## config.mk

```make
export PLATFORM = sky130hd
export DESIGN_NAME = tnc_trim_nvm_ctrl
export DESIGN_NICKNAME = d
export VERILOG_FILES = /design/src/tnc_pkg.sv /design/src/tnc_nvm_if.sv /design/src/tnc_nvm_store.sv /design/src/tnc_trim_nvm_ctrl.sv
export SDC_FILE = /design/constraint.sdc
export NUM_CORES = 1
export LEC_CHECK = 0
export BUFFER_PORTS_ARGS = -buffer_cell sky130_fd_sc_hd__buf_2
export CORE_ASPECT_RATIO = 0.9
export CORE_MARGIN = 5
export CORE_UTILIZATION = 60
export CTS_BUF_LIST = sky130_fd_sc_hd__clkbuf_8 sky130_fd_sc_hd__clkbuf_16
export CTS_CLUSTER_DIAMETER = 40
export CTS_CLUSTER_SIZE = 8
export DETAILED_ROUTE_END_ITERATION = 7
export PLACE_DENSITY_LB_ADDON = 0.1
export SYNTH_ARGS = -nofsm -noshare
export SYNTH_HDL_FRONTEND = slang
export SYNTH_HIERARCHICAL = 1
export SYNTH_SLANG_ARGS = --single-unit
export TNS_END_PERCENT = 10
```

## constraint.sdc

```tcl
create_clock -name i_sys_clk -period 5.3 [get_ports i_sys_clk]
set_input_delay 0.795 -clock i_sys_clk [delete_from_list [all_inputs] [get_ports i_sys_clk]]
set_output_delay 0.795 -clock i_sys_clk [all_outputs]
set_load 0.02 [all_outputs]
```

## src/tnc_pkg.sv

```systemverilog
// constants shared by the trim, nonvolatile store and reset control
package tnc_pkg;
    // register offsets
    localparam logic [6:0] ADDR_STATUS = 7'h0f;
    localparam logic [6:0] ADDR_NVM_CONF = 7'h6a;
    localparam logic [6:0] ADDR_SELF_TEST = 7'h6d;
    localparam logic [6:0] ADDR_NV_SETTINGS = 7'h70;
    localparam logic [6:0] ADDR_TRIM0 = 7'h71;
    localparam logic [6:0] ADDR_TRIM1 = 7'h72;
    localparam logic [6:0] ADDR_TRIM2 = 7'h73;
    localparam logic [6:0] ADDR_PWR_CONF = 7'h7c;
    localparam logic [6:0] ADDR_PWR_CTRL = 7'h7d;
    localparam logic [6:0] ADDR_CMD = 7'h7e;
    // field positions
    localparam int ST_EN_BIT = 0;
    localparam int ST_SIGN_BIT = 2;
    localparam int ST_AMP_BIT = 3;
    localparam int NVM_PROG_EN_BIT = 1;
    localparam int NVS_OFF_EN_BIT = 3;
    localparam int PWR_ADV_PS_BIT = 0;
    localparam int PWR_AUX_EN_BIT = 0;
    localparam int PWR_ACC_EN_BIT = 2;
    localparam int STATUS_CMD_RDY_BIT = 4;
    // writable bit masks, reserved bits read as zero
    localparam logic [7:0] MASK_SELF_TEST = 8'h0d;
    localparam logic [7:0] MASK_NVM_CONF = 8'h02;
    localparam logic [7:0] MASK_NV_SETTINGS = 8'h0f;
    localparam logic [7:0] MASK_PWR_CONF = 8'h03;
    localparam logic [7:0] MASK_PWR_CTRL = 8'h05;
    // reset values
    localparam logic [7:0] RST_PWR_CONF = 8'h03;
    localparam logic [7:0] RST_ZERO = 8'h00;
    // commands
    localparam logic [7:0] CMD_SOFT_RESET = 8'hb6;
    localparam logic [7:0] CMD_NVM_PROG = 8'ha0;
    // data path
    localparam int ACC_W = 16;
    localparam int AXES = 3;
    localparam int TRIM_SHIFT_2G = 6;
    localparam logic signed [ACC_W-1:0] SAMPLE_MAX = 16'sh7fff;
    localparam logic signed [ACC_W-1:0] SAMPLE_MIN = 16'sh8000;
    // nonvolatile store: settings byte plus three trims
    localparam int NVM_BYTES = 4;
    localparam int NVM_LOAD_CYC = 16;
    localparam int NVM_PROG_CYC = 4000;
    // soft reset execution delay
    localparam int CLK_MHZ = 40;
    localparam int SRST_MIN_NS = 500;
    localparam int SRST_MAX_NS = 1000;
    localparam int SRST_DLY_CYC = (SRST_MIN_NS * CLK_MHZ + 999) / 1000;
    localparam int SRST_MAX_CYC = SRST_MAX_NS * CLK_MHZ / 1000;
endpackage

```

## src/tnc_nvm_if.sv

```systemverilog
// link between the register control and the nonvolatile store
`timescale 1ns/1ps
interface tnc_nvm_if;
    logic load_req;
    logic prog_req;
    logic busy;
    logic done;
    logic [31:0] image_to_nvm;
    logic [31:0] image_from_nvm;
    modport ctrl (output load_req, prog_req, image_to_nvm,
                  input busy, done, image_from_nvm);
    modport store (input load_req, prog_req, image_to_nvm,
                   output busy, done, image_from_nvm);
endinterface

```

## src/tnc_nvm_store.sv

```systemverilog
// nonvolatile store model: image load and whole-array program cycle
`timescale 1ns/1ps
module tnc_nvm_store
    import tnc_pkg::*;
#(
    parameter int LOAD_CYC = NVM_LOAD_CYC,
    parameter int PROG_CYC = NVM_PROG_CYC,
    parameter logic [31:0] NVM_INIT = 32'h0000_0000
)
(
    // clock and reset
    input wire logic i_sys_clk,
    input wire logic i_reset_n,
    // control side
    tnc_nvm_if.store nvm
);
    typedef enum logic [2:0]
    {
        S_IDLE = 3'b001,
        S_LOAD = 3'b010,
        S_PROG = 3'b100
    } tnc_nvm_state_e;

    tnc_nvm_state_e state, next_state;
    logic [15:0] cnt, next_cnt;
    logic [7:0] mem [NVM_BYTES];
    logic [7:0] next_mem [NVM_BYTES];
    logic done, next_done;

    // sequencing of load and program cycles
    always_comb
    begin
        next_state = state;
        next_cnt = cnt;
        next_done = 1'b0;
        for (int i = 0; i < NVM_BYTES; i++)
        begin
            next_mem[i] = mem[i];
        end
        unique case (state)
            S_IDLE:
            begin
                if (nvm.load_req)
                begin
                    next_state = S_LOAD;
                    next_cnt = 16'(LOAD_CYC - 1);
                end
                else if (nvm.prog_req)
                begin
                    next_state = S_PROG;
                    next_cnt = 16'(PROG_CYC - 1);
                end
            end
            S_LOAD, S_PROG:
            begin
                if (cnt == 16'h0000)
                begin
                    next_state = S_IDLE;
                    next_done = 1'b1;
                    // whole array rewritten, never a partial update
                    if (state == S_PROG)
                    begin
                        for (int i = 0; i < NVM_BYTES; i++)
                        begin
                            next_mem[i] = nvm.image_to_nvm[8*i +: 8];
                        end
                    end
                end
                else
                begin
                    next_cnt = cnt - 16'h0001;
                end
            end
        endcase
    end

    // contents survive soft reset; only the async reset restores defaults
    always_ff @(posedge i_sys_clk or negedge i_reset_n)
    begin
        if (!i_reset_n)
        begin
            state <= S_IDLE;
            cnt <= 16'h0000;
            done <= 1'b0;
            for (int i = 0; i < NVM_BYTES; i++)
            begin
                mem[i] <= NVM_INIT[8*i +: 8];
            end
        end
        else
        begin
            state <= next_state;
            cnt <= next_cnt;
            done <= next_done;
            mem <= next_mem;
        end
    end

    assign nvm.busy = (state != S_IDLE);
    assign nvm.done = done;
    assign nvm.image_from_nvm = {mem[3], mem[2], mem[1], mem[0]};
endmodule

```

## src/tnc_trim_nvm_ctrl.sv

```systemverilog
// register control for self-test, offset trim, nonvolatile image, reset
`timescale 1ns/1ps
// How it works
// - enable bit drives deflection, sign bit picks direction
// - self-test deflection arrives in the sensed data, no offset added here
// - trim added to both paths, saturating
// - 8-bit signed trim, 3.9 mg step
// - trim applied only while enable bit set
// - sample after a trim write flagged invalid
// - image registers writable, take effect immediately
// - reset loads image, ready low until done
// - program starts only outside deep power save
// - program rewrites whole store, ready low meanwhile
// - busy: writes dropped, reads return status
// - interface silent until boot load ends
// - command 0xb6 soft resets to stored defaults
// - soft reset executes after short delay, releases data
module tnc_trim_nvm_ctrl
    import tnc_pkg::*;
(
    // clock and reset
    input wire logic i_sys_clk,
    input wire logic i_reset_n,
    // register port from the serial interface
    input wire logic i_reg_wr,
    input wire logic i_reg_rd,
    input wire logic [6:0] i_reg_addr,
    input wire logic [7:0] i_reg_wdata,
    output logic [7:0] o_reg_rdata,
    output logic o_if_ready,
    // soft reset
    output logic o_soft_reset,
    output logic o_sda_release,
    // self-test and power
    output logic o_st_excite,
    output logic o_st_positive,
    output logic o_st_amp_high,
    output logic o_adv_power_save,
    output logic o_acc_en,
    output logic o_aux_en,
    output logic [7:0] o_nv_settings,
    // acceleration path
    input wire logic [1:0] i_acc_range,
    input wire logic i_pre_valid,
    input wire logic [AXES*ACC_W-1:0] i_pre_data,
    input wire logic i_flt_valid,
    input wire logic [AXES*ACC_W-1:0] i_flt_data,
    output logic o_pre_valid,
    output logic [AXES*ACC_W-1:0] o_pre_data,
    output logic o_flt_valid,
    output logic [AXES*ACC_W-1:0] o_flt_data,
    output logic o_sample_ok
);
    typedef enum logic [4:0]
    {
        C_BOOT_REQ = 5'b00001,
        C_BOOT_WAIT = 5'b00010,
        C_RUN = 5'b00100,
        C_PROG_WAIT = 5'b01000,
        C_SRST_DLY = 5'b10000
    } tnc_ctrl_state_e;

    localparam int SRST_LO = SRST_DLY_CYC;
    localparam int SRST_HI = SRST_MAX_CYC;

    tnc_nvm_if nvm ();

    tnc_ctrl_state_e state, next_state;
    logic [7:0] self_test, next_self_test;
    logic [7:0] nvm_conf, next_nvm_conf;
    logic [7:0] nv_set, next_nv_set;
    logic [7:0] trim [AXES];
    logic [7:0] next_trim [AXES];
    logic [7:0] pwr_conf, next_pwr_conf;
    logic [7:0] pwr_ctrl, next_pwr_ctrl;
    logic [5:0] srst_cnt, next_srst_cnt;
    logic load_req, next_load_req;
    logic prog_req, next_prog_req;
    logic soft_reset, next_soft_reset;
    logic [7:0] rdata, next_rdata;
    logic trim_dirty, next_trim_dirty;
    logic sample_ok, next_sample_ok;
    logic cmd_rdy;
    logic busy;
    logic wr_ok;
    logic [7:0] status_byte;

    assign cmd_rdy = (state == C_RUN) || (state == C_SRST_DLY);
    assign busy = !cmd_rdy;
    assign wr_ok = i_reg_wr && !busy;
    assign status_byte = 8'(cmd_rdy) << STATUS_CMD_RDY_BIT;

    // register writes, command decode, image load and soft reset
    always_comb
    begin
        next_state = state;
        next_self_test = self_test;
        next_nvm_conf = nvm_conf;
        next_nv_set = nv_set;
        next_trim = trim;
        next_pwr_conf = pwr_conf;
        next_pwr_ctrl = pwr_ctrl;
        next_srst_cnt = srst_cnt;
        next_load_req = 1'b0;
        next_prog_req = 1'b0;
        next_soft_reset = 1'b0;
        unique case (state)
            C_BOOT_REQ:
            begin
                next_load_req = 1'b1;
                next_state = C_BOOT_WAIT;
            end
            C_BOOT_WAIT:
            begin
                // images take the stored contents once the read finishes
                if (nvm.done && !load_req)
                begin
                    next_nv_set = nvm.image_from_nvm[7:0] & MASK_NV_SETTINGS;
                    for (int a = 0; a < AXES; a++)
                    begin
                        next_trim[a] = nvm.image_from_nvm[8*(a+1) +: 8];
                    end
                    next_state = C_RUN;
                end
            end
            C_RUN:
            begin
                if (wr_ok)
                begin
                    unique case (i_reg_addr)
                        ADDR_SELF_TEST: next_self_test = i_reg_wdata & MASK_SELF_TEST;
                        ADDR_NVM_CONF: next_nvm_conf = i_reg_wdata & MASK_NVM_CONF;
                        ADDR_NV_SETTINGS: next_nv_set = i_reg_wdata & MASK_NV_SETTINGS;
                        ADDR_TRIM0: next_trim[0] = i_reg_wdata;
                        ADDR_TRIM1: next_trim[1] = i_reg_wdata;
                        ADDR_TRIM2: next_trim[2] = i_reg_wdata;
                        ADDR_PWR_CONF: next_pwr_conf = i_reg_wdata & MASK_PWR_CONF;
                        ADDR_PWR_CTRL: next_pwr_ctrl = i_reg_wdata & MASK_PWR_CTRL;
                        ADDR_CMD:
                        begin
                            if (i_reg_wdata == CMD_SOFT_RESET)
                            begin
                                next_state = C_SRST_DLY;
                                next_srst_cnt = 6'(SRST_DLY_CYC - 1);
                            end
                            else if (i_reg_wdata == CMD_NVM_PROG
                                && nvm_conf[NVM_PROG_EN_BIT]
                                && !pwr_conf[PWR_ADV_PS_BIT])
                            begin
                                next_prog_req = 1'b1;
                                next_state = C_PROG_WAIT;
                            end
                        end
                        default: ;
                    endcase
                end
            end
            C_PROG_WAIT:
            begin
                // request pulse is still in flight on the first cycle
                if (nvm.done && !prog_req)
                begin
                    next_state = C_RUN;
                end
            end
            C_SRST_DLY:
            begin
                if (srst_cnt == 6'h00)
                begin
                    // all user settings back to defaults, then reload
                    next_soft_reset = 1'b1;
                    next_self_test = RST_ZERO;
                    next_nvm_conf = RST_ZERO;
                    next_nv_set = RST_ZERO;
                    for (int a = 0; a < AXES; a++)
                    begin
                        next_trim[a] = RST_ZERO;
                    end
                    next_pwr_conf = RST_PWR_CONF;
                    next_pwr_ctrl = RST_ZERO;
                    next_state = C_BOOT_REQ;
                end
                else
                begin
                    next_srst_cnt = srst_cnt - 6'h01;
                end
            end
        endcase
    end

    // read data: status stands in for every address while busy
    always_comb
    begin
        next_rdata = o_reg_rdata;
        if (i_reg_rd && o_if_ready)
        begin
            if (busy)
            begin
                next_rdata = status_byte;
            end
            else
            begin
                unique case (i_reg_addr)
                    ADDR_STATUS: next_rdata = status_byte;
                    ADDR_SELF_TEST: next_rdata = self_test;
                    ADDR_NVM_CONF: next_rdata = nvm_conf;
                    ADDR_NV_SETTINGS: next_rdata = nv_set;
                    ADDR_TRIM0: next_rdata = trim[0];
                    ADDR_TRIM1: next_rdata = trim[1];
                    ADDR_TRIM2: next_rdata = trim[2];
                    ADDR_PWR_CONF: next_rdata = pwr_conf;
                    ADDR_PWR_CTRL: next_rdata = pwr_ctrl;
                    default: next_rdata = RST_ZERO;
                endcase
            end
        end
    end

    // a trim write spoils the next sample; a new write wins over clearing
    always_comb
    begin
        next_trim_dirty = trim_dirty;
        next_sample_ok = sample_ok;
        if (i_pre_valid)
        begin
            next_sample_ok = !trim_dirty;
            next_trim_dirty = 1'b0;
        end
        if (wr_ok && state == C_RUN && (i_reg_addr == ADDR_TRIM0
            || i_reg_addr == ADDR_TRIM1 || i_reg_addr == ADDR_TRIM2))
        begin
            next_trim_dirty = 1'b1;
        end
    end

    always_ff @(posedge i_sys_clk or negedge i_reset_n)
    begin
        if (!i_reset_n)
        begin
            state <= C_BOOT_REQ;
            self_test <= RST_ZERO;
            nvm_conf <= RST_ZERO;
            nv_set <= RST_ZERO;
            trim <= '{default: RST_ZERO};
            pwr_conf <= RST_PWR_CONF;
            pwr_ctrl <= RST_ZERO;
            srst_cnt <= 6'h00;
            load_req <= 1'b0;
            prog_req <= 1'b0;
            soft_reset <= 1'b0;
            o_reg_rdata <= 8'h00;
            trim_dirty <= 1'b0;
            sample_ok <= 1'b0;
        end
        else
        begin
            state <= next_state;
            self_test <= next_self_test;
            nvm_conf <= next_nvm_conf;
            nv_set <= next_nv_set;
            trim <= next_trim;
            pwr_conf <= next_pwr_conf;
            pwr_ctrl <= next_pwr_ctrl;
            srst_cnt <= next_srst_cnt;
            load_req <= next_load_req;
            prog_req <= next_prog_req;
            soft_reset <= next_soft_reset;
            o_reg_rdata <= next_rdata;
            trim_dirty <= next_trim_dirty;
            sample_ok <= next_sample_ok;
        end
    end

    assign nvm.load_req = load_req;
    assign nvm.prog_req = prog_req;
    assign nvm.image_to_nvm = {trim[2], trim[1], trim[0], nv_set};

    tnc_nvm_store u_store (
        .i_sys_clk (i_sys_clk),
        .i_reset_n (i_reset_n),
        .nvm (nvm)
    );

    // silent during boot load; data line freed as the reset executes
    assign o_if_ready = (state != C_BOOT_REQ) && (state != C_BOOT_WAIT);
    assign o_soft_reset = soft_reset;
    assign o_sda_release = soft_reset;
    assign o_st_excite = self_test[ST_EN_BIT];
    assign o_st_positive = self_test[ST_SIGN_BIT];
    assign o_st_amp_high = self_test[ST_AMP_BIT];
    assign o_adv_power_save = pwr_conf[PWR_ADV_PS_BIT];
    assign o_acc_en = pwr_ctrl[PWR_ACC_EN_BIT];
    assign o_aux_en = pwr_ctrl[PWR_AUX_EN_BIT];
    assign o_nv_settings = nv_set;
    assign o_sample_ok = sample_ok;

    // trim step is range independent, so scale it to the data lsb
    function automatic logic signed [ACC_W-1:0] trim_sat(
        input logic signed [ACC_W-1:0] d,
        input logic signed [7:0] t,
        input logic [1:0] rng);
        logic signed [ACC_W+1:0] ext;
        logic signed [ACC_W+1:0] sum;
        ext = (ACC_W+2)'(t) <<< (3'(TRIM_SHIFT_2G) - {1'b0, rng});
        sum = (ACC_W+2)'(d) + ext;
        if (sum > (ACC_W+2)'(SAMPLE_MAX))
        begin
            return SAMPLE_MAX;
        end
        else if (sum < (ACC_W+2)'(SAMPLE_MIN))
        begin
            return SAMPLE_MIN;
        end
        return sum[ACC_W-1:0];
    endfunction

    // self-test deflection already sits in the sensed data, passed on
    logic [ACC_W-1:0] next_pre [AXES];
    logic [ACC_W-1:0] next_flt [AXES];
    genvar g;
    generate
        for (g = 0; g < AXES; g++)
        begin : g_axis
            assign next_pre[g] = !nv_set[NVS_OFF_EN_BIT] ?
                i_pre_data[g*ACC_W +: ACC_W] :
                trim_sat(i_pre_data[g*ACC_W +: ACC_W], trim[g], i_acc_range);
            assign next_flt[g] = !nv_set[NVS_OFF_EN_BIT] ?
                i_flt_data[g*ACC_W +: ACC_W] :
                trim_sat(i_flt_data[g*ACC_W +: ACC_W], trim[g], i_acc_range);
        end
    endgenerate

    always_ff @(posedge i_sys_clk or negedge i_reset_n)
    begin
        if (!i_reset_n)
        begin
            o_pre_valid <= 1'b0;
            o_flt_valid <= 1'b0;
            o_pre_data <= '0;
            o_flt_data <= '0;
        end
        else
        begin
            o_pre_valid <= i_pre_valid;
            o_flt_valid <= i_flt_valid;
            for (int a = 0; a < AXES; a++)
            begin
                if (i_pre_valid)
                begin
                    o_pre_data[a*ACC_W +: ACC_W] <= next_pre[a];
                end
                if (i_flt_valid)
                begin
                    o_flt_data[a*ACC_W +: ACC_W] <= next_flt[a];
                end
            end
        end
    end
endmodule

```

==> out/metrics.yaml <==
routing:
  wl_per_cell_um: 19.7
  drc: 0
  first_pass_iters: 5
  antenna_left: 0
  vias_per_cell: 6.29
  via_count: 15500
  route.final.wire_length_um: 48600
  dr.first_iter.drc_count: 1456
worst_setup_path:
  critPathKind: "input port to flip-flop"
  endpoint_kind: "flip-flop"
  regToRegSetupSlack_ns: 0.99
  reg2reg_from: "nvm.image_to_nvm[23]$_DFFE_PN0P_"
  r2r_cells: 14
  path_max_fanout: 26
  crit_top_cell: "a21o_1"
  worst_path_dominant_cell_family: "compound AO/OA/AOI/OAI gates"
  cpMaxStageDelayCell: "nand4b_1"
  start_kind: "input port"
  critPathMaxStageDelay_ns: 0.55
  cp.buffers_inverters: 2
  timing.rr.end: "o_flt_data[30]$_DFFE_PN0P_"
  critPathRequiredTime_ns: 5.69
  crit_chain: "buf_2 > ha_1 > buf_12 > mux2_2 > o21ai_0 > mux2i_1 > ha_1 > a21o_1 > a21o_1 > a21o_1 > a21o_1 > a211o_1 > a21oi_1 > and2_1 > nand4b_1 > o2111ai_1 > a21oi_1"
  cp_data_arrival_time_ns: 5.12
cts:
  cts_root_buf: "clkbuf_16"
  cts_hold_buffers: 0
  clk_latency_ns: 0.53
  cts.sinks: 206
  clkTransAtPathRegs_ns: 0.04
  clk_path_buf_depth: 3
  cts_tree: "done"
  htree_levels: 2
  post_cts_buffers: 0
  cts_resized: 0
  numCtsBuffers: 41
power:
  power_switching_mw: 3.83
  p_sw_share_pct: 42.4
  ir_worst_vdd_v: 0.000417
  p_seq_share_pct: 26.1
  leakage_nw: 8.95
  clkPwrFrac_pct: 28.3
  powerDensity_nw_per_um2: 481
  pwr-share-comb_pct: 45.6
  p_int_mw: 5.20
global_routing:
  grt_use_total_pct: 31.1
  grt_pass1_wl_um: 76700
  gr-total-overflow: 0
  antenna_found_initial: 1
  grt_pass1_vias: 14500
  grt_max_degree: 99
timing:
  hold_slack_ns: 0.337
  period_share_pct: 89.3
  worst_pin_slew_ns: 0.975
  fin_skew_ns: 0.0129
  drv_slew: 0
  relSlewSlack_pct: 35.0
  setup_ws_ns: 0.566
  min_period_ns: 4.73
  fmax_mhz: 211
  setup_viol_count_final: 0
  tns_ns: 0
  hold_viol: 0
  rsz0062_at_grt: "no"
die:
  die_h_um: 165
  start_util_pct: 60.3
  dieArea_um2: 30200
  coreArea_um2: 26700
  pin_count: 243
  die_x_um: 183
  num_rows: 57
placement:
  place_congestion: 0.989
  place_area_um2: 17400
  place_ws_ns: 0.112
  dp_hpwl_um: 35600
  io_buffers: 238
logic_synthesis:
  synthesis.instances: 1887
  synth.avg_cell_area_um2: 8.54
  ys_warn_count: 6
  synth_area_um2: 16100
outcome:
  status: "complete, no violations"
min_path:
  min_path_type: "input port to async pin"
layout:
  diodes: 0
  final_area_um2: 18800
  layout-drive-gt1-share_pct: 22.3
  num-nets-final: 2294
  post-route-util_pct: 70.2
  area_growth_pct: 16.6
flow_run:
  cap_violations: 0
==> layout by cell type (no fill, tap or decap), types with 17 or more instances in the layout <==
master     instances
or3_1             17
xor2_1            42
nor3_1            23
a221oi_2          24
nand3_1           34
o21ai_0          130
inv_1             48
a21oi_1          107
o21a_1            23
buf_2            236
dfrtp_1          201
a221oi_1          48
a31oi_1           17
mux2i_1           24
clkbuf_16         41
a21o_1            43
nand2b_1          25
nand2_1          233
nor2_1           255
ha_1              88
a22oi_1           21
xnor2_1           50
and2_1            17
buf_4             22
mux2_2            49
==> routing by layer <==
layer  track usage [%]  vias up  part of all wire, %
li1                  -     7317                    -
met1              44.2     7455                   44
met2              49.2      673                   45
met3              5.83       89                  8.4
met4              8.02        2                  2.5
met5                 0        -                0.027
==> sequential cells by signal (all words and copies together), names as in the netlist, 2 cells and up <==
signal and flops:
o_reg_rdata 8, o_nv_settings 4, o_flt_data 48, u_store/state 3, o_pre_data 48, self_test 3, pwr_conf 2, u_store/cnt 16
u_store/nvm.image_from_nvm 28, nvm.image_to_nvm 24, srst_cnt 6, pwr_ctrl 2, state 5
==> layout make-up <==
type	instances	area, µm²
Inverter	40	150
Timing Repair Buffer	260	1380
Multi-Input combinational cell	1538	10300
Clock inverter	25	235
Tap cell	354	443
Fill cell	2213	7960
Clock buffer	48	1120
Sequential cell	206	5160
==> power by group through the flow <==
| stage | clock network, mW | logic (mW) | registers (mW) |
|---|---|---|---|
| floorplan | 0 | 2.77 | 2.51 |
| global placement | 0 | 3.99 | 2.35 |
| detailed placement | 0 | 4.05 | 2.35 |
| CTS | 2.57 | 4.09 | 2.34 |
| global route | 2.67 | 4.51 | 2.40 |
| finish | 2.55 | 4.12 | 2.36 |
==> through the flow <==
stage / power (mW) / cells
final: 9.03 / 2471
after global routing: 9.58 / 2471
after CTS: 9.01 / 2471
after detailed placement: 6.41 / 2398
after global placement: 6.34 / 2398
after floorplan: 5.27 / 1890
==> worst max-delay path by stage <==
stage	startpoint	end	slack, ns	cells after the start
floorplan	i_acc_range[0]	o_pre_data[4]$_DFFE_PN0P_	0.33	18
global route	i_acc_range[0]	o_flt_data[30]$_DFFE_PN0P_	0.27	17
finish	i_acc_range[0]	o_flt_data[30]$_DFFE_PN0P_	0.57	17
detailed placement	i_acc_range[0]	o_flt_data[29]$_DFFE_PN0P_	0.11	16
CTS	i_acc_range[0]	o_flt_data[30]$_DFFE_PN0P_	0.62	17
global placement	i_acc_range[0]	o_flt_data[29]$_DFFE_PN0P_	0.22	16
Power figures use the tool's default switching activity.
